**src/rtl/gpd_pkg.sv**
```systemverilog
package gpd_pkg;
   // ----------------------------------------------------------------------
   // command word layout
   // ----------------------------------------------------------------------
   localparam int CMD_BYTES      = 2;
   localparam int CMD_EN_BIT     = 9;
   localparam int CMD_GRIP_BIT   = 8;
   localparam int CMD_IDX_MSB    = 7;
   localparam int CMD_IDX_LSB    = 0;
   // ----------------------------------------------------------------------
   // status word layout
   // ----------------------------------------------------------------------
   localparam int STS_BYTES      = 4;
   localparam int STS_POS_LSB    = 16;
   localparam int STS_SW_LSB     = 12;
   localparam int STS_SVC_BIT    = 7;
   localparam int STS_TWARN_BIT  = 6;
   localparam int STS_TFAULT_BIT = 5;
   localparam int STS_ERR_BIT    = 4;
   localparam int STS_HOLD_BIT   = 3;
   localparam int STS_NOPART_BIT = 2;
   localparam int STS_REL_BIT    = 1;
   localparam int STS_IDLE_BIT   = 0;
   // ----------------------------------------------------------------------
   // temperatures in whole degrees celsius
   // ----------------------------------------------------------------------
   localparam logic signed [15:0] TEMP_WARN_LO   = 16'sh0000;
   localparam logic signed [15:0] TEMP_WARN_HI   = 16'sh0037;
   localparam logic signed [15:0] TEMP_HYST      = 16'sh0002;
   localparam logic signed [15:0] TEMP_FAULT_ON  = 16'sh0046;
   localparam logic signed [15:0] TEMP_FAULT_OFF = 16'sh0044;
   // ----------------------------------------------------------------------
   // counts, event log, timing
   // ----------------------------------------------------------------------
   localparam int        NUM_GRIPS      = 4;
   localparam int        NUM_SWITCHES   = 4;
   localparam int        LOG_DEPTH      = 10;
   localparam logic [15:0] LOG_INDEX_BASE = 16'h0100;
   localparam logic [7:0]  EVT_SERVICE    = 8'h01;
   localparam logic [7:0]  EVT_LUBE       = 8'h02;
   localparam logic [7:0]  EVT_ERROR      = 8'h03;
   localparam logic [7:0]  EVT_TFAULT     = 8'h04;
   localparam int        CLK_HZ         = 40_000_000;
   localparam int        FLASH_MS       = 250;
   localparam int        FLASH_CYCLES   = CLK_HZ / 1000 * FLASH_MS;
   localparam int        SETTLE_US      = 100;
   localparam int        SETTLE_CYCLES  = CLK_HZ / 1_000_000 * SETTLE_US;
   localparam logic [31:0] SERVICE_CYCLES = 32'h000f_4240;
   localparam logic [31:0] LUBE_CYCLES    = 32'h0000_c350;
   // ----------------------------------------------------------------------
   // types
   // ----------------------------------------------------------------------
   typedef enum logic [2:0] {
      LAMP_OFF, LAMP_WHITE, LAMP_BLUE, LAMP_GREEN, LAMP_RED
   } gpd_lamp_type;
   typedef enum {
      GS_IDLE, GS_RELEASING, GS_RELEASED, GS_GRIPPING, GS_HOLDING, GS_NOPART
   } gpd_state_type;
endpackage : gpd_pkg

```
**src/rtl/gpd_log_mem.sv**
```systemverilog
`timescale 1ns/1ps
// ten-entry event memory, newest entry written at the head pointer
module gpd_log_mem (
   input  wire logic       sys_clk,
   input  wire logic       wr_en,
   input  wire logic [3:0] wr_addr,
   input  wire logic [7:0] wr_data,
   input  wire logic [3:0] rd_addr,
   output logic      [7:0] rd_data
);
   logic [7:0] mem [gpd_pkg::LOG_DEPTH];

   always_ff @(posedge sys_clk) begin
      if (wr_en && wr_addr < 4'(gpd_pkg::LOG_DEPTH)) begin
         mem[wr_addr] <= wr_data;
      end
   end

   always_ff @(posedge sys_clk) begin
      if (rd_addr < 4'(gpd_pkg::LOG_DEPTH)) begin
         rd_data <= mem[rd_addr];
      end else begin
         rd_data <= 8'h00;
      end
   end
endmodule : gpd_log_mem

```
**src/rtl/gpd_process_data.sv**
```systemverilog
`timescale 1ns/1ps
module gpd_process_data (
   input  wire logic               sys_clk,
   input  wire logic               rst,
   // cyclic output image, one byte per strobe, msb first
   input  wire logic [7:0]         cmd_byte,
   input  wire logic               cmd_byte_valid,
   input  wire logic               cmd_frame_start,
   // cyclic input image
   input  wire logic               sts_frame_start,
   input  wire logic               sts_byte_ready,
   output logic      [7:0]         sts_byte,
   output logic                    sts_byte_valid,
   input  wire logic               link_running,
   // grip parameters, four grips packed, 1/100 mm
   input  wire logic [63:0]        release_limit,
   input  wire logic [63:0]        nopart_limit,
   input  wire logic [63:0]        switch_lo,
   input  wire logic [63:0]        switch_hi,
   // sensors
   input  wire logic [15:0]        jaw_pos,
   input  wire logic               jaw_still,
   input  wire logic [15:0]        temp_c,
   input  wire logic               hw_error,
   input  wire logic               cycle_done,
   input  wire logic               service_ack,
   // event log read port and event pulse with code
   input  wire logic [15:0]        log_index,
   output logic      [7:0]         log_data,
   output logic                    event_pulse,
   output logic      [7:0]         event_code,
   // actuators
   output logic                    valve_enable,
   output logic                    valve_vent,
   output logic                    move_close,
   output logic      [2:0]         lamp_colour,
   output logic                    lamp_on
);
   // ----------------------------------------------------------------------
   // pin synchronisers
   // ----------------------------------------------------------------------
   logic [1:0]  s_link, s_still, s_err, s_done;
   logic [15:0] pos_m, pos_s, temp_m, temp_s;

   always_ff @(posedge sys_clk or posedge rst) begin
      if (rst) begin
         s_link  <= 2'h0;
         s_still <= 2'h0;
         s_err   <= 2'h0;
         s_done  <= 2'h0;
         pos_m   <= 16'h0000;
         pos_s   <= 16'h0000;
         temp_m  <= 16'h0000;
         temp_s  <= 16'h0000;
      end else begin
         s_link  <= {s_link[0], link_running};
         s_still <= {s_still[0], jaw_still};
         s_err   <= {s_err[0], hw_error};
         s_done  <= {s_done[0], cycle_done};
         pos_m   <= jaw_pos;
         pos_s   <= pos_m;
         temp_m  <= temp_c;
         temp_s  <= temp_m;
      end
   end

   logic signed [15:0] pos, temp;
   assign pos  = signed'(pos_s);
   assign temp = signed'(temp_s);

   // ----------------------------------------------------------------------
   // command word assembly
   // ----------------------------------------------------------------------
   logic [7:0]  cmd_hi;
   logic [15:0] cmd_word;
   logic        cmd_cnt;

   always_ff @(posedge sys_clk or posedge rst) begin
      if (rst) begin
         cmd_cnt  <= 1'b0;
         cmd_hi   <= 8'h00;
         cmd_word <= 16'h0000;
      end else if (cmd_frame_start) begin
         cmd_cnt <= 1'b0;
      end else if (cmd_byte_valid) begin
         // first byte is the high byte; a third byte starts a new pair
         if (!cmd_cnt) begin
            cmd_hi  <= cmd_byte;
            cmd_cnt <= 1'b1;
         end else begin
            cmd_word <= {6'h00, cmd_hi[1:0], cmd_byte};
            cmd_cnt  <= 1'b0;
         end
      end
   end

   logic       en, grip_req;
   logic [1:0] sel;
   assign en       = cmd_word[gpd_pkg::CMD_EN_BIT];
   assign grip_req = cmd_word[gpd_pkg::CMD_GRIP_BIT];
   // index above three wraps to the two low bits
   assign sel = cmd_word[gpd_pkg::CMD_IDX_LSB +: 2];

   function automatic logic signed [15:0] pick(input logic [63:0] v, input logic [1:0] i);
      pick = signed'(v[16*i +: 16]);
   endfunction : pick

   logic signed [15:0] rel_lim, np_lim;
   logic               closing_dir, in_window, past_np, at_rel;
   logic [1:0]         grip_sel;
   assign rel_lim = pick(release_limit, grip_sel);
   assign np_lim  = pick(nopart_limit, grip_sel);
   // gripping moves from the release limit towards the empty limit
   assign closing_dir = np_lim < rel_lim;
   assign in_window   = closing_dir ? (pos > np_lim && pos < rel_lim) : (pos < np_lim && pos > rel_lim);
   assign past_np     = closing_dir ? (pos <= np_lim) : (pos >= np_lim);
   assign at_rel      = closing_dir ? (pos >= rel_lim) : (pos <= rel_lim);

   // ----------------------------------------------------------------------
   // gripping state machine
   // ----------------------------------------------------------------------
   gpd_pkg::gpd_state_type state;
   logic [15:0] settle;
   logic        error;
   logic        twarn, tfault, svc;

   assign error = s_err[1] || tfault;

   always_ff @(posedge sys_clk or posedge rst) begin
      if (rst) begin
         state    <= gpd_pkg::GS_IDLE;
         grip_sel <= 2'h0;
         settle   <= 16'h0000;
      end else if (!en || error) begin
         state  <= gpd_pkg::GS_IDLE;
         settle <= 16'h0000;
      end else begin
         case (state)
            gpd_pkg::GS_IDLE, gpd_pkg::GS_RELEASED, gpd_pkg::GS_HOLDING, gpd_pkg::GS_NOPART: begin
               if (grip_req && (state == gpd_pkg::GS_IDLE || state == gpd_pkg::GS_RELEASED)) begin
                  grip_sel <= sel;
                  state    <= gpd_pkg::GS_GRIPPING;
               end else if (!grip_req && state != gpd_pkg::GS_RELEASED) begin
                  state <= gpd_pkg::GS_RELEASING;
               end
               settle <= 16'h0000;
            end
            gpd_pkg::GS_GRIPPING: begin
               if (!grip_req) begin
                  state <= gpd_pkg::GS_RELEASING;
               end else if (past_np) begin
                  state <= gpd_pkg::GS_NOPART;
               end else if (in_window && s_still[1]) begin
                  if (settle == 16'(gpd_pkg::SETTLE_CYCLES - 1)) begin
                     state <= gpd_pkg::GS_HOLDING;
                  end
                  settle <= settle + 16'h0001;
               end else begin
                  settle <= 16'h0000;
               end
            end
            gpd_pkg::GS_RELEASING: begin
               if (grip_req) begin
                  state <= gpd_pkg::GS_GRIPPING;
               end else if (at_rel) begin
                  state <= gpd_pkg::GS_RELEASED;
               end
            end
            default: state <= gpd_pkg::GS_IDLE;
         endcase
      end
   end

   always_ff @(posedge sys_clk or posedge rst) begin
      if (rst) begin
         valve_enable <= 1'b0;
         valve_vent   <= 1'b1;
         move_close   <= 1'b0;
      end else begin
         valve_enable <= en && !error && state != gpd_pkg::GS_IDLE;
         valve_vent   <= !en || error;
         move_close   <= closing_dir ? grip_req : !grip_req;
      end
   end

   // ----------------------------------------------------------------------
   // thermal monitoring and maintenance
   // ----------------------------------------------------------------------
   logic [31:0] cyc_cnt;
   logic [31:0] lube_cnt;

   always_ff @(posedge sys_clk or posedge rst) begin
      if (rst) begin
         twarn  <= 1'b0;
         tfault <= 1'b0;
      end else begin
         if (temp < gpd_pkg::TEMP_WARN_LO || temp > gpd_pkg::TEMP_WARN_HI) begin
            twarn <= 1'b1;
         end else if (temp >= gpd_pkg::TEMP_WARN_LO + gpd_pkg::TEMP_HYST
                      && temp <= gpd_pkg::TEMP_WARN_HI - gpd_pkg::TEMP_HYST) begin
            twarn <= 1'b0;
         end
         if (temp > gpd_pkg::TEMP_FAULT_ON) begin
            tfault <= 1'b1;
         end else if (temp < gpd_pkg::TEMP_FAULT_OFF) begin
            tfault <= 1'b0;
         end
      end
   end

   logic svc_hit, lube_hit;
   assign svc_hit  = s_done[1] && cyc_cnt == gpd_pkg::SERVICE_CYCLES - 32'h1;
   assign lube_hit = s_done[1] && lube_cnt == gpd_pkg::LUBE_CYCLES - 32'h1;

   always_ff @(posedge sys_clk or posedge rst) begin
      if (rst) begin
         cyc_cnt  <= 32'h0;
         lube_cnt <= 32'h0;
         svc      <= 1'b0;
      end else begin
         // the due flag wins over an acknowledge arriving together
         if (svc_hit) begin
            svc <= 1'b1;
         end else if (service_ack) begin
            svc <= 1'b0;
         end
         if (service_ack) begin
            cyc_cnt <= 32'h0;
         end else if (s_done[1] && !svc) begin
            cyc_cnt <= cyc_cnt + 32'h1;
         end
         if (lube_hit) begin
            lube_cnt <= 32'h0;
         end else if (s_done[1]) begin
            lube_cnt <= lube_cnt + 32'h1;
         end
      end
   end

   // ----------------------------------------------------------------------
   // events and log
   // ----------------------------------------------------------------------
   logic       err_d, tf_d;
   logic [3:0] head;
   logic [7:0] next_event;
   logic       next_fire;

   always_comb begin
      next_fire  = 1'b1;
      next_event = 8'h00;
      if (svc_hit) begin
         next_event = gpd_pkg::EVT_SERVICE;
      end else if (lube_hit) begin
         next_event = gpd_pkg::EVT_LUBE;
      end else if (s_err[1] && !err_d) begin
         next_event = gpd_pkg::EVT_ERROR;
      end else if (tfault && !tf_d) begin
         next_event = gpd_pkg::EVT_TFAULT;
      end else begin
         next_fire = 1'b0;
      end
   end

   always_ff @(posedge sys_clk or posedge rst) begin
      if (rst) begin
         err_d       <= 1'b0;
         tf_d        <= 1'b0;
         head        <= 4'h0;
         event_pulse <= 1'b0;
         event_code  <= 8'h00;
      end else begin
         err_d       <= s_err[1];
         tf_d        <= tfault;
         event_pulse <= next_fire;
         if (next_fire) begin
            event_code <= next_event;
            head <= (head == 4'(gpd_pkg::LOG_DEPTH - 1)) ? 4'h0 : head + 4'h1;
         end
      end
   end

   // entry 0 of the index range is the newest event
   logic [15:0] rel_idx;
   logic [4:0]  back;
   logic [3:0]  rd_addr;
   assign rel_idx = log_index - gpd_pkg::LOG_INDEX_BASE;
   assign back    = 5'(head) + 5'(gpd_pkg::LOG_DEPTH - 1) - 5'(rel_idx[3:0]);
   assign rd_addr = (rel_idx < 16'(gpd_pkg::LOG_DEPTH))
                    ? ((back >= 5'(gpd_pkg::LOG_DEPTH)) ? 4'(back - 5'(gpd_pkg::LOG_DEPTH)) : back[3:0])
                    : 4'hf;

   gpd_log_mem u_log (
      .sys_clk (sys_clk),
      .wr_en   (next_fire),
      .wr_addr (head),
      .wr_data (next_event),
      .rd_addr (rd_addr),
      .rd_data (log_data)
   );

   // ----------------------------------------------------------------------
   // status word
   // ----------------------------------------------------------------------
   logic [3:0]  sw;
   logic [31:0] sts_word;

   always_comb begin
      for (int i = 0; i < gpd_pkg::NUM_SWITCHES; i++) begin
         sw[i] = pos >= pick(switch_lo, 2'(i)) && pos <= pick(switch_hi, 2'(i));
      end
   end

   always_ff @(posedge sys_clk or posedge rst) begin
      if (rst) begin
         sts_word <= 32'h0000_0001;
      end else begin
         sts_word <= {pos, sw, 4'h0, svc, twarn, tfault, error,
                      state == gpd_pkg::GS_HOLDING,
                      state == gpd_pkg::GS_NOPART,
                      state == gpd_pkg::GS_RELEASED,
                      state == gpd_pkg::GS_IDLE};
      end
   end

   // snapshot taken at frame start, shifted out high byte first
   logic [31:0] sts_shift;
   logic [2:0]  sts_left;

   always_ff @(posedge sys_clk or posedge rst) begin
      if (rst) begin
         sts_shift <= 32'h0;
         sts_left  <= 3'h0;
      end else if (sts_frame_start) begin
         sts_shift <= sts_word;
         sts_left  <= 3'(gpd_pkg::STS_BYTES);
      end else if (sts_byte_valid && sts_byte_ready) begin
         sts_shift <= {sts_shift[23:0], 8'h00};
         sts_left  <= sts_left - 3'h1;
      end
   end
   assign sts_byte       = sts_shift[31:24];
   assign sts_byte_valid = sts_left != 3'h0;

   // ----------------------------------------------------------------------
   // status lamp
   // ----------------------------------------------------------------------
   logic [23:0] flash_cnt;
   logic        flash;

   always_ff @(posedge sys_clk or posedge rst) begin
      if (rst) begin
         flash_cnt   <= 24'h0;
         flash       <= 1'b0;
         lamp_colour <= gpd_pkg::LAMP_OFF;
         lamp_on     <= 1'b0;
      end else begin
         if (flash_cnt == 24'(gpd_pkg::FLASH_CYCLES - 1)) begin
            flash_cnt <= 24'h0;
            flash     <= !flash;
         end else begin
            flash_cnt <= flash_cnt + 24'h1;
         end
         lamp_on <= s_link[1] ? 1'b1 : flash;
         if (error) begin
            lamp_colour <= gpd_pkg::LAMP_RED;
         end else begin
            case (state)
               gpd_pkg::GS_IDLE:    lamp_colour <= gpd_pkg::LAMP_WHITE;
               gpd_pkg::GS_HOLDING: lamp_colour <= gpd_pkg::LAMP_GREEN;
               default:             lamp_colour <= gpd_pkg::LAMP_BLUE;
            endcase
         end
      end
   end

   // ----------------------------------------------------------------------
   // checks
   // ----------------------------------------------------------------------
   red_prio_a: assert property (@(posedge sys_clk) disable iff (rst) error |=> lamp_colour == gpd_pkg::LAMP_RED)
      else $error("red lamp missing while in error");
   vent_off_a: assert property (@(posedge sys_clk) disable iff (rst) !en |=> valve_vent && !valve_enable)
      else $error("valves not vented while disabled");
   idle_state_a: assert property (@(posedge sys_clk) disable iff (rst) !en ##1 !en |=> sts_word[0])
      else $error("idle bit not shown");
   fault_set_a: assert property (@(posedge sys_clk) disable iff (rst)
      temp > gpd_pkg::TEMP_FAULT_ON |=> tfault ##1 sts_word[5])
      else $error("thermal fault not reported");
   warn_hold_a: assert property (@(posedge sys_clk) disable iff (rst)
      twarn && temp == gpd_pkg::TEMP_WARN_HI |=> twarn)
      else $error("warning cleared inside hysteresis");
   svc_ack_a: assert property (@(posedge sys_clk) disable iff (rst)
      service_ack && !svc_hit |=> !svc && cyc_cnt == 32'h0)
      else $error("service acknowledge ignored");
   reserved_zero_a: assert property (@(posedge sys_clk) disable iff (rst) sts_word[11:8] == 4'h0)
      else $error("unused status bits not zero");
   hold_entry_a: assert property (@(posedge sys_clk) disable iff (rst)
      $rose(state == gpd_pkg::GS_HOLDING) |-> $past(state) == gpd_pkg::GS_GRIPPING)
      else $error("holding entered without a grip");
   steady_lamp_a: assert property (@(posedge sys_clk) disable iff (rst)
      s_link[1] |=> lamp_on)
      else $error("lamp not steady while linked");
endmodule : gpd_process_data

```
**config.mk**
```make
export PLATFORM = sky130hd
export DESIGN_NAME = gpd_process_data
export DESIGN_NICKNAME = d
export VERILOG_FILES = /design/src/rtl/gpd_pkg.sv /design/src/rtl/gpd_log_mem.sv /design/src/rtl/gpd_process_data.sv
export SDC_FILE = /design/constraint.sdc
export NUM_CORES = 1
export LEC_CHECK = 0
export BUFFER_PORTS_ARGS = -buffer_cell sky130_fd_sc_hd__buf_2
export CORE_MARGIN = 2
export CORE_UTILIZATION = 40
export CTS_CLUSTER_SIZE = 20
export DETAILED_ROUTE_END_ITERATION = 8
export SLEW_MARGIN = 20
export SYNTH_ARGS = -nofsm -noshare
export SYNTH_HDL_FRONTEND = slang
export SYNTH_SLANG_ARGS = --single-unit
```
**constraint.sdc**
```tcl
create_clock -name sys_clk -period 14.2 [get_ports sys_clk]
set_clock_uncertainty 0.05 [all_clocks]
set_input_delay 2.84 -clock sys_clk [delete_from_list [all_inputs] [get_ports sys_clk]]
set_output_delay 2.84 -clock sys_clk [all_outputs]
set_load 0.02 [all_outputs]
```
==> results by stage, run 1 <==
Job:
- The count of maximum capacitance violations is 0.

Clock network:
- The maximum clock path buffer count is 3.
- After clock tree synthesis, the flow added hold-fix buffers numbering 0.
- After clock tree synthesis, the repair step resized 0 gates.
- The clock sink total is around 300.
- The clock slew at the register clock pins of the worst setup and hold paths is 60 ps.
- The clock latency on the worst-skew pair is 530 ps.
- Counting the buffers created by CTS gives 36.
- In this run the clock root is driven by a sky130_fd_sc_hd__clkbuf_16.
- The clock tree from TritonCTS is yes.
- The H-tree depth reported by CTS is 2.
- Post-CTS timing repair inserted 0 buffers for setup.

STA:
- The worst setup slack after layout is 8320 ps.
- The final clock period utilization by the worst path is about two fifths.
- Across all hold checks on the routed design, the worst slack comes to roughly 300 ps.
- The number of hold violations in the final report came to 0.
- The worst pin sits at a relative slew slack of 36.0%.
- The transition time at the pin with the least slew margin is 960 ps.
- The count of pins over their slew limit is 0.
- The clock period minus worst slack is between 5000 and 6000 ps.
- The final count of negative-setup-slack endpoints is 0.
- For the final routed database, the setup TNS stands at 0 ps.
- Setup repair after global routing left no endpoint under its margin.
- The upper clock frequency limit is 0.170 GHz.

Logic synthesis:
- The area share of the largest cell type after synthesis is 38.2%.
- sky130_fd_sc_hd__dfrtp_1 is the most common cell in the netlist.
- By count the netlist is led by sky130_fd_sc_hd__dfrtp_1 (268), sky130_fd_sc_hd__inv_1 (191), sky130_fd_sc_hd__ha_1 (189), sky130_fd_sc_hd__nand2_1 (145), sky130_fd_sc_hd__nor2_1 (118).
- The async set-or-reset flop fraction in the synthesized netlist is around nine tenths.
- In this run the cell area of the synthesized design comes to ~18,000 um^2.
- The prevailing post-synth register cell is sky130_fd_sc_hd__dfrtp_1.
- The flip-flop and latch count after synthesis is 303.
- The share of the Yosys chip area taken by registers is 43.9%.
- The leading area contributor after synthesis is sky130_fd_sc_hd__dfrtp_1.
- Sorting the synthesized cells by area gives the leading types as sky130_fd_sc_hd__dfrtp_1 (38%), sky130_fd_sc_hd__ha_1 (13%), sky130_fd_sc_hd__edfxtp_1 (5.1%), sky130_fd_sc_hd__mux4_2 (4.9%), sky130_fd_sc_hd__inv_1 (4.1%).
- The number of synthesized flops with an enable pin is 30.
- The number of synthesis warnings is 0.
- Synthesis handed over a netlist of 1,707 instances.
- The count of unique library cells instantiated by Yosys is 78.
- The average instance in the mapped netlist occupies 10.3 um^2.

GRT:
- The via count of the first global-routing pass was 13,804.
- The largest net degree at the start of global routing is about 150.
- The number of antenna violations at the first check in global routing was 4.
- The remaining global-route overflow is 0.
- The wire length of the first global-routing pass is 71.0 mm.
- Across every metal layer, demand over resource in global routing totals 19.9%.

Placement:
- The count of buffers from port buffering is 339.
- The total instance count after detailed placement is 2,590.
- The final weighted congestion of routability-driven global placement is roughly 0.84.
- Summed over all nets, the half-perimeter wirelength after detailed placement is 33.6 mm.
- The worst-case setup slack after placement is 7760 ps.

Routing:
- The number of detailed-route iterations in the first pass is 5.
- After detailed routing, the total wire length is 44.3 mm.
- After detailed routing, the average wire length per cell comes to roughly 17 um.
- Once detail routing completed, the nets flagged for antenna violations numbered 0.
- Dividing the detail-routed via count by the number of cells gives 5.11.
- The number of remaining DRC errors is 0.
- Detailed routing inserted a total of around 14,000 vias.
- The detailed router finished its first iteration with approximately 740 violations.

Worst setup path:
- The largest fanout on the critical path is 15.
- The worst reg2reg path depth is 11.
- The worst setup path is of the in -> reg kind.
- At the worst endpoint, the arrival time is 6230 ps.
- The data required time at the worst endpoint is about 15,000 ps.
- STA classifies the critical path endpoint as a flop.
- The startpoint type of the worst setup path is an input pin.

Layout:
- The final core area utilization is 48.9%.
- Compared with the post-synthesis result, the final layout area differs by 20.3%.
- The filler-free cell count of the finished design is 2,658.
- The number of fill cells in the layout is 4,014.
- The fraction of layout instances using a drive strength above 1 is 23.8%.
- The count of nets after finishing is 2,557.

Floorplanning:
- The I/O pin count is 356.
- The standard-cell row count is between 70 and 80.
- The placeable core region is between 40,000 and 50,000 um^2.
- The horizontal die dimension is 214 um.
- For this configuration, the core starts out at a cell density of 40.7%.
- The overall die area is 45,600 um^2.
- From bottom edge to top edge, the die measures 214 um.

Run status:
- The run finished with clean final reports.

Min path:
- The worst hold path was traced through 0 stages.
- The tightest min-delay check is of the reg -> reg type.

Power and ir drop:
- Power spread over the standard cell area amounts to 132 nW/um^2.
- The leakage dissipation is 10.2 nW.
- The peak supply drop is 0.0715 mV.
## through the flow
stage	instance area [um^2]	power, mW
2_1_floorplan	17600	1.60
3_3_place_gp	19800	1.79
3_5_place_dp	19800	1.82
4_1_cts	21100	2.83
5_1_grt	21100	2.97
6_report	21100	2.79
## logic make-up (layout without fill, tap and decap cells)
| group | count (synthesis) | in the layout | share of synthesized area (%) |
|---|---|---|---|
| simple gates | 537 | 537 | 15.3 |
| flops | 303 | 303 | 43.9 |
| compound gates | 258 | 258 | 9.57 |
| buf+inv | 252 | 607 | 5.95 |
| fa+ha+maj | 190 | 190 | 13.6 |
| xor+xnor | 88 | 88 | 4.39 |
| mux | 78 | 78 | 7.24 |
| other cells | 1 | 12 | 0.0213 |
## metal layers
metal / global-route usage [%] / vias to the layer above / wire length (um)
met5: 0 / - / 30
met1: 25.6 / 6532 / 19400
met2: 34.2 / 311 / 21800
met4: 6.27 / 4 / 1120
met3: 3.44 / 71 / 1930
li1: - / 6658 / -
## cell type report
cell class | count | area (um^2) | area share (%)
Antenna cell | 2 | 5.00 | 0.0237
Inverter | 191 | 724 | 3.43
Tap cell | 585 | 732 | 3.46
Clock inverter | 17 | 241 | 1.14
Multi-Input combinational cell | 1161 | 8840 | 41.8
Timing Repair Buffer | 351 | 1810 | 8.55
Clock buffer | 48 | 1060 | 5.00
Sequential cell | 303 | 7720 | 36.5
## power breakdown
| group | switching [mW] | internal [mW] |
|---|---|---|
| Sequential | 0.0536 | 0.938 |
| Combinational | 0.450 | 0.361 |
| Clock | 0.365 | 0.618 |
| Total | 0.868 | 1.92 |
## path summary, 6_finish.rpt
| kind | startpoint | to | slack (ps) |
|---|---|---|---|
| max reg2reg | grip_sel[0]$_DFFE_PP0P_ | settle[12]$_DFFE_PP0P_ | 9770 |
| min | pos_m[3]$_DFF_PP0_ | pos[3]$_DFF_PP0_ | 300 |
| max | nopart_limit[61] | settle[12]$_DFFE_PP0P_ | 8320 |
| max in group asynchronous | rst | pos_m[14]$_DFF_PP0_ | 10240 |
| min reg2reg | pos_m[3]$_DFF_PP0_ | pos[3]$_DFF_PP0_ | 300 |
| min in group asynchronous | rst | flash$_DFFE_PP0N_ | 2270 |
## sequential cells by signal, summed over array words and instances, names as in the netlist, 24 cells and up
register / flops
flash_cnt: 24
lube_cnt: 32
cyc_cnt: 32
u_log.mem: 30
sts_shift: 32
sts_word: 28
## layout by cell type (no fill, tap or decap), drive strengths merged, types with 7 or more instances in the layout
cell     instances
mux4            38
o211ai          10
conb            10
xnor2           45
dfrtp          268
nand2b          20
nor4            23
nor2           118
or2              7
nor2b           25
a2bb2oi          9
a21o            15
buf            351
xor2            43
nand3           59
o21a            20
o31ai           12
inv            193
mux2            10
a211oi          12
or3             15
clkbuf          48
nand2          146
nand4           55
clkinv           8
and3             7
a21oi           65
mux2i           30
ha             189
and4             9
o21ai           79
edfxtp          30
nor3            30
## worst max-delay path, cell delays in order
cell and delay, ps:
sky130_fd_sc_hd__buf_2 110, sky130_fd_sc_hd__mux4_2 530, sky130_fd_sc_hd__inv_1 90, sky130_fd_sc_hd__ha_1 230, sky130_fd_sc_hd__a21o_1 190, sky130_fd_sc_hd__a211o_1 300
sky130_fd_sc_hd__a2111oi_0 480, sky130_fd_sc_hd__a221oi_2 260, sky130_fd_sc_hd__o41ai_4 510, sky130_fd_sc_hd__nand3_4 260, sky130_fd_sc_hd__o41ai_1 430
No activity file was read; power rests on OpenSTA's default activity.
==> run 2, diff against run 1 <==
Clock period 14.2 ns to 5.1 ns, I/O delays scaled along.
==> run 2 against run 1 <==
Net effect:
- cell area shrank 0.59%
- routed wire length is 1.3% higher
- final cell count fell by 0.11%
- critical path depth did not move
- sequential share of layout area up 0.22 points
- first-iteration DRC count is 20% lower
- global-route usage grew 0.35 points
- via count up 0.57%
- sequential power increased to 2.8 times the previous value
==> results by stage, run 2 (synthesis results as in run 1) <==
Floorplanning:
- The overall die area came to 45,600 um^2 (unchanged).
- The I/O pin count was 356 (unchanged).
- The placeable core region is 43,200 um^2 (unchanged).
- The horizontal die dimension is 214 um (unchanged).
- The standard-cell row count is 76 (unchanged).
- The vertical extent of the die came to 214 um (unchanged).
- The initial standard-cell utilization of the core is 40.7% (unchanged).

Clock network:
- The number of hold buffers added after cts is 0 (unchanged).
- The clock sink total is 303 (unchanged).
- The number of post-CTS setup repair buffers came to 0 (unchanged).
- The tree is rooted in a sky130_fd_sc_hd__clkbuf_16.
- The clock slew at the register clock pins of the worst setup and hold paths came to 60 ps (about the same).
- The clock latency on the worst-skew pair is 540 ps (about the same).
- The maximum clock path buffer count is 3 (unchanged).
- The H-tree depth reported by CTS is 2 (unchanged).
- The total clock buffers created by CTS is 34 (-5.6%).
- The post-cts gate resize count was 0 (unchanged).
- TritonCTS built the clock tree.

Routing:
- The number of detailed-route iterations in the first pass is 5 (unchanged).
- The remaining antenna violation count is 0 (unchanged).
- The number of remaining DRC errors came to 0 (unchanged).
- The via density per instance came to 5.14 (+0.69%).
- The final routed wirelength across all metal layers is 44.8 mm (+1.3%).
- The number of vias in the routed layout is 13,654 (+0.57%).
- The average wire per standard cell is 16.9 um (+1.4%).
- The number of design-rule violations left by the first detailed-router iteration is 592 (-20%).

Layout:
- The library cell used most frequently in the layout, excluding fill and tap cells, is sky130_fd_sc_hd__buf_2.
- The count of nets after finishing was 2,555 (-0.078%).
- The layout overhead on the synthesized area is 19.6%.
- The fraction of layout instances using a drive strength above 1 came to 23.4% (-0.43 points).
- The number of fill cells in the layout came to 4,061 (+1.2%).
- Leaving out fill and tap cells, the most frequent cells in the layout are sky130_fd_sc_hd__buf_2 (339), sky130_fd_sc_hd__dfrtp_1 (267), sky130_fd_sc_hd__inv_1 (190).
- The largest registers in the layout are cyc_cnt x32, lube_cnt x32, sts_shift x32.

GRT:
- The number of antenna violations at the first check in global routing came to 4 (unchanged).
- The overall global routing resource usage was 20.3% (+0.35 points).
- The wire length of the first global-routing pass is 72.4 mm (+2.0%).
- The largest net degree at the start of global routing came to 136 (-6.8%).
- The remaining global-route overflow is 0 (unchanged).
- The via count of the first global-routing pass is 14,142 (+2.4%).

STA:
- Setup repair after global routing left no endpoint under its margin.
- The final count of negative-setup-slack endpoints was 0 (unchanged).
- The count of pins over their slew limit is 0 (unchanged).
- The minimum hold slack is 296 ps (+0.881 ps).
- Derived from the worst setup path, the maximum achievable clock frequency is approximately 0.24 GHz.
- The number of hold violations in the final report is 0 (unchanged).
- The setup TNS is 0 ps (unchanged).
- The worst setup slack after layout is 915 ps (-7400 ps).
- Subtracting the final worst setup slack from the clock period gives 4190 ps.
- The relative slew slack is 33.0% (-3.0 points).
- The final clock period utilization by the worst path is 82.1%.
- The transition time at the pin with the least slew margin was 1000 ps (+42.6 ps).

Power and ir drop:
- The share of power burned in the clock network is 33.6% (-1.7 points).
- The reported net switching power is 2.42 mW (+180%).
- The sequential cell fraction of total power is 37.0% (+1.4 points).
- The power density over cell area is 362 nW/um^2 (+170%).
- The combinational power share was 29.4% (+0.3 points).
- The cell internal power dissipation is 5.18 mW (+170%).
- The peak supply drop is 0.228 mV (+220%).
- The leakage dissipation is 10.1 nW (-0.70%).
- The net switching fraction of the power is 31.8% (+0.64 points).

Placement:
- The final weighted congestion of routability-driven global placement is 0.931 (+10%).
- The count of buffers from port buffering is 339 (unchanged).
- The detailed placement HPWL is 34.3 mm (+2.1%).
- The worst-case setup slack after placement is 573 ps (-7180 ps).

Worst setup path:
- The data required time at the worst endpoint is 5470 ps (-9080 ps).
- The arrival time of data at the critical path endpoint is 4560 ps (-1670 ps).
- The startpoint type of the worst setup path is a flop.
- The critical path capture point type is a flop.
- The start-to-end type of the worst setup path is reg -> reg.
- The largest fanout on the critical path is 13 (-2).

Run status:
- The flow ran to the end, and the final reports show no timing, DRC or antenna violations.

Job:
- The count of maximum capacitance violations is 0 (unchanged).

Min path:
- The tightest min-delay check is of the reg -> reg type.
## run 2: power groups by stage
stage | clock [mW] | sequential (mW) | combinational [mW]
global route | 2.73 | 2.84 | 2.51
detailed placement | 0 | 2.86 | 2.25
global placement | 0 | 2.85 | 2.15
CTS | 2.64 | 2.81 | 2.25
finish | 2.55 | 2.81 | 2.24
floorplan | 0 | 2.75 | 1.71
## run 2: final cells by class
class | instances | area, um^2 | share of cell area, %
multi-input combinational | 1161 | 8840 | 42.1
sequential | 303 | 7720 | 36.8
timing repair buffer | 351 | 1810 | 8.63
clock buffer | 45 | 973 | 4.63
tap | 585 | 732 | 3.48
inverter | 191 | 721 | 3.43
clock inverter | 15 | 200 | 0.953
antenna | 4 | 10.0 | 0.0477
## run 2: final timing paths
check / cells past startpoint / slack, ps / from / to
min: 0 / 300 / pos_m[5]$_DFF_PP0_ / pos[5]$_DFF_PP0_
min in group asynchronous: 2 / 440 / rst / s_done[0]$_DFF_PP0_
max in group asynchronous: 3 / 3470 / rst / sts_shift[22]$_DFFE_PP0P_
max: 11 / 910 / grip_sel[0]$_DFFE_PP0P_ / settle[5]$_DFFE_PP0P_
max reg2reg: 11 / 910 / grip_sel[0]$_DFFE_PP0P_ / settle[5]$_DFFE_PP0P_
min reg2reg: 0 / 300 / pos_m[5]$_DFF_PP0_ / pos[5]$_DFF_PP0_
## run 2: through the flow
stage | instances | util, % | area, um^2 | power, mW
after floorplan | 1716 | - | 17600 | 4.46
after global placement | 2591 | 45.9 | 19800 | 5.00
after detailed placement | 2591 | 45.9 | 19800 | 5.10
after CTS | 2651 | 48.6 | 21000 | 7.71
after global routing | 2655 | 48.7 | 21000 | 8.08
final | 2655 | 48.7 | 21000 | 7.59
## run 2: routing by layer
| layer | global-route usage (%) | part of all wire, % | wire length [um] | vias to the layer above |
|---|---|---|---|---|
| li1 | - | - | - | 6645 |
| met1 | 25.3 | 43 | 19200 | 6564 |
| met2 | 35.3 | 49 | 22100 | 357 |
| met3 | 3.59 | 4.7 | 2090 | 88 |
| met4 | 7.18 | 3.2 | 1430 | 0 |
| met5 | 0 | 0 | 0 | - |
## run 2: worst max-delay path, cell delays in order, from the launching register on
cell and delay, ps:
sky130_fd_sc_hd__dfrtp_2 660, sky130_fd_sc_hd__mux4_2 620, sky130_fd_sc_hd__inv_1 100, sky130_fd_sc_hd__ha_1 250, sky130_fd_sc_hd__a21o_1 200, sky130_fd_sc_hd__a211o_1 300, sky130_fd_sc_hd__a2111oi_0 480, sky130_fd_sc_hd__a221oi_2 260
sky130_fd_sc_hd__and4_1 280, sky130_fd_sc_hd__o211ai_2 500, sky130_fd_sc_hd__a2bb2oi_1 280, sky130_fd_sc_hd__o31ai_2 90
==> run 3, diff against run 2 <==
Clock period 5.1 ns to 3.75 ns, I/O delays scaled along.
==> run 3 against run 2 <==
Net effect:
- cell area grew 3.1%
- final cell count grew 2.6%
- clock power grew 32%
- non-clock buffer count grew 72
- critical path type unchanged
- largest power group unchanged
==> results by stage, run 3 (synthesis results as in run 1) <==
Run status:
- The flow ran to the end, and the final reports show no timing, DRC or antenna violations.

Clock network:
- The maximum clock path buffer count is 3 (unchanged).
- The buffer cell driving the clock tree root is sky130_fd_sc_hd__clkbuf_16.
- The H-tree depth reported by CTS was 2 (unchanged).
- The number of hold buffers added after cts is 0 (unchanged).
- The clock latency on the worst-skew pair is 540 ps (about the same).
- The clock tree from TritonCTS is yes.
- The clock slew at the register clock pins of the worst setup and hold paths is 60 ps (about the same).
- The clock sink total is 303 (unchanged).
- The total clock buffers created by CTS came to 35 (+2.9%).

STA:
- The final clock period utilization by the worst path is 96.3% (+14 points).
- The transition time at the pin with the least slew margin was 924 ps (-78.5 ps).
- The upper clock frequency limit is 0.277 GHz (+16%).
- The final count of negative-setup-slack endpoints is 0 (unchanged).
- The clock period minus worst slack is 3610 ps (-573 ps).
- The count of pins over their slew limit was 0 (unchanged).
- The relative slew slack came to 38.4% (+5.4 points).
- The setup TNS is 0 ps (unchanged).
- The number of hold violations in the final report is 0 (unchanged).

Layout:
- The fraction of layout instances using a drive strength above 1 is 26.2% (+2.8 points).
- The count of nets after finishing is 2,628 (+2.9%).
- The area taken by flip-flops and latches came to 7720 um^2 (unchanged).
- The filler-free cell count of the finished design is 2,723 (+2.6%).
- The final core area utilization is 50.1% (+1.5 points).
- The finished layout cell area was 21,600 um^2 (+3.1%).
- From synthesis to final layout, the design area changed by 23.2%.
- The top cell types in the final layout, fill and taps aside, are sky130_fd_sc_hd__buf_2 (339), sky130_fd_sc_hd__dfrtp_1 (267), sky130_fd_sc_hd__inv_1 (189), sky130_fd_sc_hd__ha_1 (189), sky130_fd_sc_hd__nand2_1 (145).
- The largest registers in the layout are cyc_cnt x32, lube_cnt x32, sts_shift x32.
- The number of fill cells in the layout was 4,014 (-1.2%).
- Leaving out fill and tap cells, the most frequent cell in the layout is sky130_fd_sc_hd__buf_2.
- The area occupied by multi-input gates is 8900 um^2 (+0.74%).

Power and ir drop:
- The post-layout total power came to 10.8 mW (+42%).
- The reported net switching power is 3.44 mW (+42%).
- The leakage dissipation is 10.5 nW (+3.5%).
- The power density over cell area is 499 nW/um^2 (+38%).
- The combinational power share is 34.5% (+5.1 points).
- The net switching fraction of the power was 31.8% (about the same).
- The sequential cell fraction of total power is 34.5% (-2.5 points).
- The peak supply drop was 0.292 mV (+28%).
- The share of power burned in the clock network is 31.0% (-2.6 points).
- The cell internal power dissipation is 7.37 mW (+42%).

Placement:
- The total instance count after detailed placement came to 2,656 (+2.5%).
- The count of buffers from port buffering was 339 (unchanged).
- The instance area after placement is 20,300 um^2 (+2.7%).
- The detailed placement HPWL was 35.3 mm (+2.8%).
- The final weighted congestion of routability-driven global placement was 0.904 (-2.9%).

Floorplanning:
- The horizontal die dimension is 214 um (unchanged).
- The overall die area is 45,600 um^2 (unchanged).
- The vertical extent of the die is 214 um (unchanged).
- The initial standard-cell utilization of the core is 40.7% (unchanged).
- The placeable core region is 43,200 um^2 (unchanged).
- The I/O pin count came to 356 (unchanged).
- The standard-cell row count is 76 (unchanged).

Worst setup path:
- Tracing the worst setup path back leads to its startpoint at grip_sel[0]$_DFFE_PP0P_.
- The data required time at the worst endpoint is 4100 ps (-1370 ps).
- The worst setup path is captured at a flop.
- The start-to-end type of the worst setup path is reg -> reg.
- The arrival time of data at the critical path endpoint is 3970 ps (-590 ps).
- The worst setup path is launched from a flop.
- The largest fanout on the critical path is 7 (-6).
- The launch instance of the worst register-to-register path is grip_sel[0]$_DFFE_PP0P_.

Min path:
- The critical hold path startpoint is temp_c[5].
- The kind of path behind the tightest hold check is in -> reg.

GRT:
- The wire length of the first global-routing pass is 73.1 mm (+0.99%).
- The routing usage on met3 was 3.10% (-0.48 points).
- The via count of the first global-routing pass was 14,192 (+0.35%).
- The overall global routing resource usage is 20.5% (+0.20 points).
- The number of antenna violations at the first check in global routing was 1 (-3).
- The largest net degree at the start of global routing came to 87 (-36%).
- The global routing met2 resource utilization came to 34.3% (-0.97 points).
- The remaining global-route overflow is 0 (unchanged).
- The most crowded layer after global routing is met2.
- The met1 usage is 26.9% (+1.7 points).

Routing:
- The number of remaining DRC errors came to 0 (unchanged).
- The number of detailed-route iterations in the first pass is 5 (unchanged).
- The final routed wirelength across all metal layers is 45.8 mm (+2.1%).
- The number of design-rule violations left by the first detailed-router iteration is 647 (+9.3%).
- The average wire per standard cell is 16.8 um (-0.43%).
- The via density per instance is 5.10 (-0.75%).
- The remaining antenna violation count came to 0 (unchanged).
- The number of vias in the routed layout is 13,899 (+1.8%).

Job:
- The count of maximum capacitance violations is 0 (unchanged).
-- run 3: final cells by class --
type                            instances  share of cell area [%]
Antenna cell                            1                  0.0116
Clock buffer                           47                    4.58
Clock inverter                         12                   0.694
Inverter                              191                    3.33
Multi-Input combinational cell       1161                    41.1
Sequential cell                       303                    35.7
Tap cell                              585                    3.38
Timing Repair Buffer                  423                    11.2
-- run 3: what timing repair did --
| item | CTS | global route |
|---|---|---|
| gates resized for setup | 4 | 15 |
| setup endpoints to repair | 10 | 19 |
| pin swaps | 1 | 6 |
| buffers inserted | 2 | 5 |
-- run 3: worst paths after layout --
path                       slack (ps)                       end  cells past startpoint
max reg2reg                       140     settle[5]$_DFFE_PP0P_                     14
max in group asynchronous        2420  sts_shift[7]$_DFFE_PP0P_                      3
min in group asynchronous         310        temp[15]$_DFF_PP0_                      2
max                               140     settle[5]$_DFFE_PP0P_                     14
min reg2reg                       280        temp[15]$_DFF_PP0_                      0
min                               270       temp_m[5]$_DFF_PP0_                      1
-- run 3: through the flow --
stage	worst slack, ps	hold slack [ps]
finish	138	268
global route	-49.9	245
CTS	-7.63	239
detailed placement	-237	285
global placement	-185	282
floorplan	-616	281
-- run 3: worst max-delay path, stage by stage (launching register included) --
cell and delay, ps:
sky130_fd_sc_hd__dfrtp_2 370, sky130_fd_sc_hd__buf_12 140, sky130_fd_sc_hd__mux4_2 540, sky130_fd_sc_hd__inv_1 80
sky130_fd_sc_hd__ha_1 230, sky130_fd_sc_hd__a21o_1 180, sky130_fd_sc_hd__a211o_1 350, sky130_fd_sc_hd__a2111oi_4 340
sky130_fd_sc_hd__buf_4 170, sky130_fd_sc_hd__a221oi_4 100, sky130_fd_sc_hd__and4_1 230, sky130_fd_sc_hd__o211ai_2 170
sky130_fd_sc_hd__buf_4 170, sky130_fd_sc_hd__a2bb2oi_1 230, sky130_fd_sc_hd__o31ai_2 100
-- run 3: metal layers --
metal	part of all wire, %	vias to the layer above
met1	45	6683
li1	-	6790
met2	48	333
met5	0	-
met3	4.3	93
met4	3.1	0
-- run 3: power by group through the flow --
| stage | Clock (mW) | Combinational, mW | Sequential, mW |
|---|---|---|---|
| global route | 3.60 | 4.15 | 3.76 |
| finish | 3.36 | 3.73 | 3.73 |
| global placement | 0 | 3.36 | 3.80 |
| detailed placement | 0 | 3.47 | 3.81 |
| CTS | 3.48 | 3.52 | 3.75 |
| floorplan | 0 | 2.33 | 3.74 |
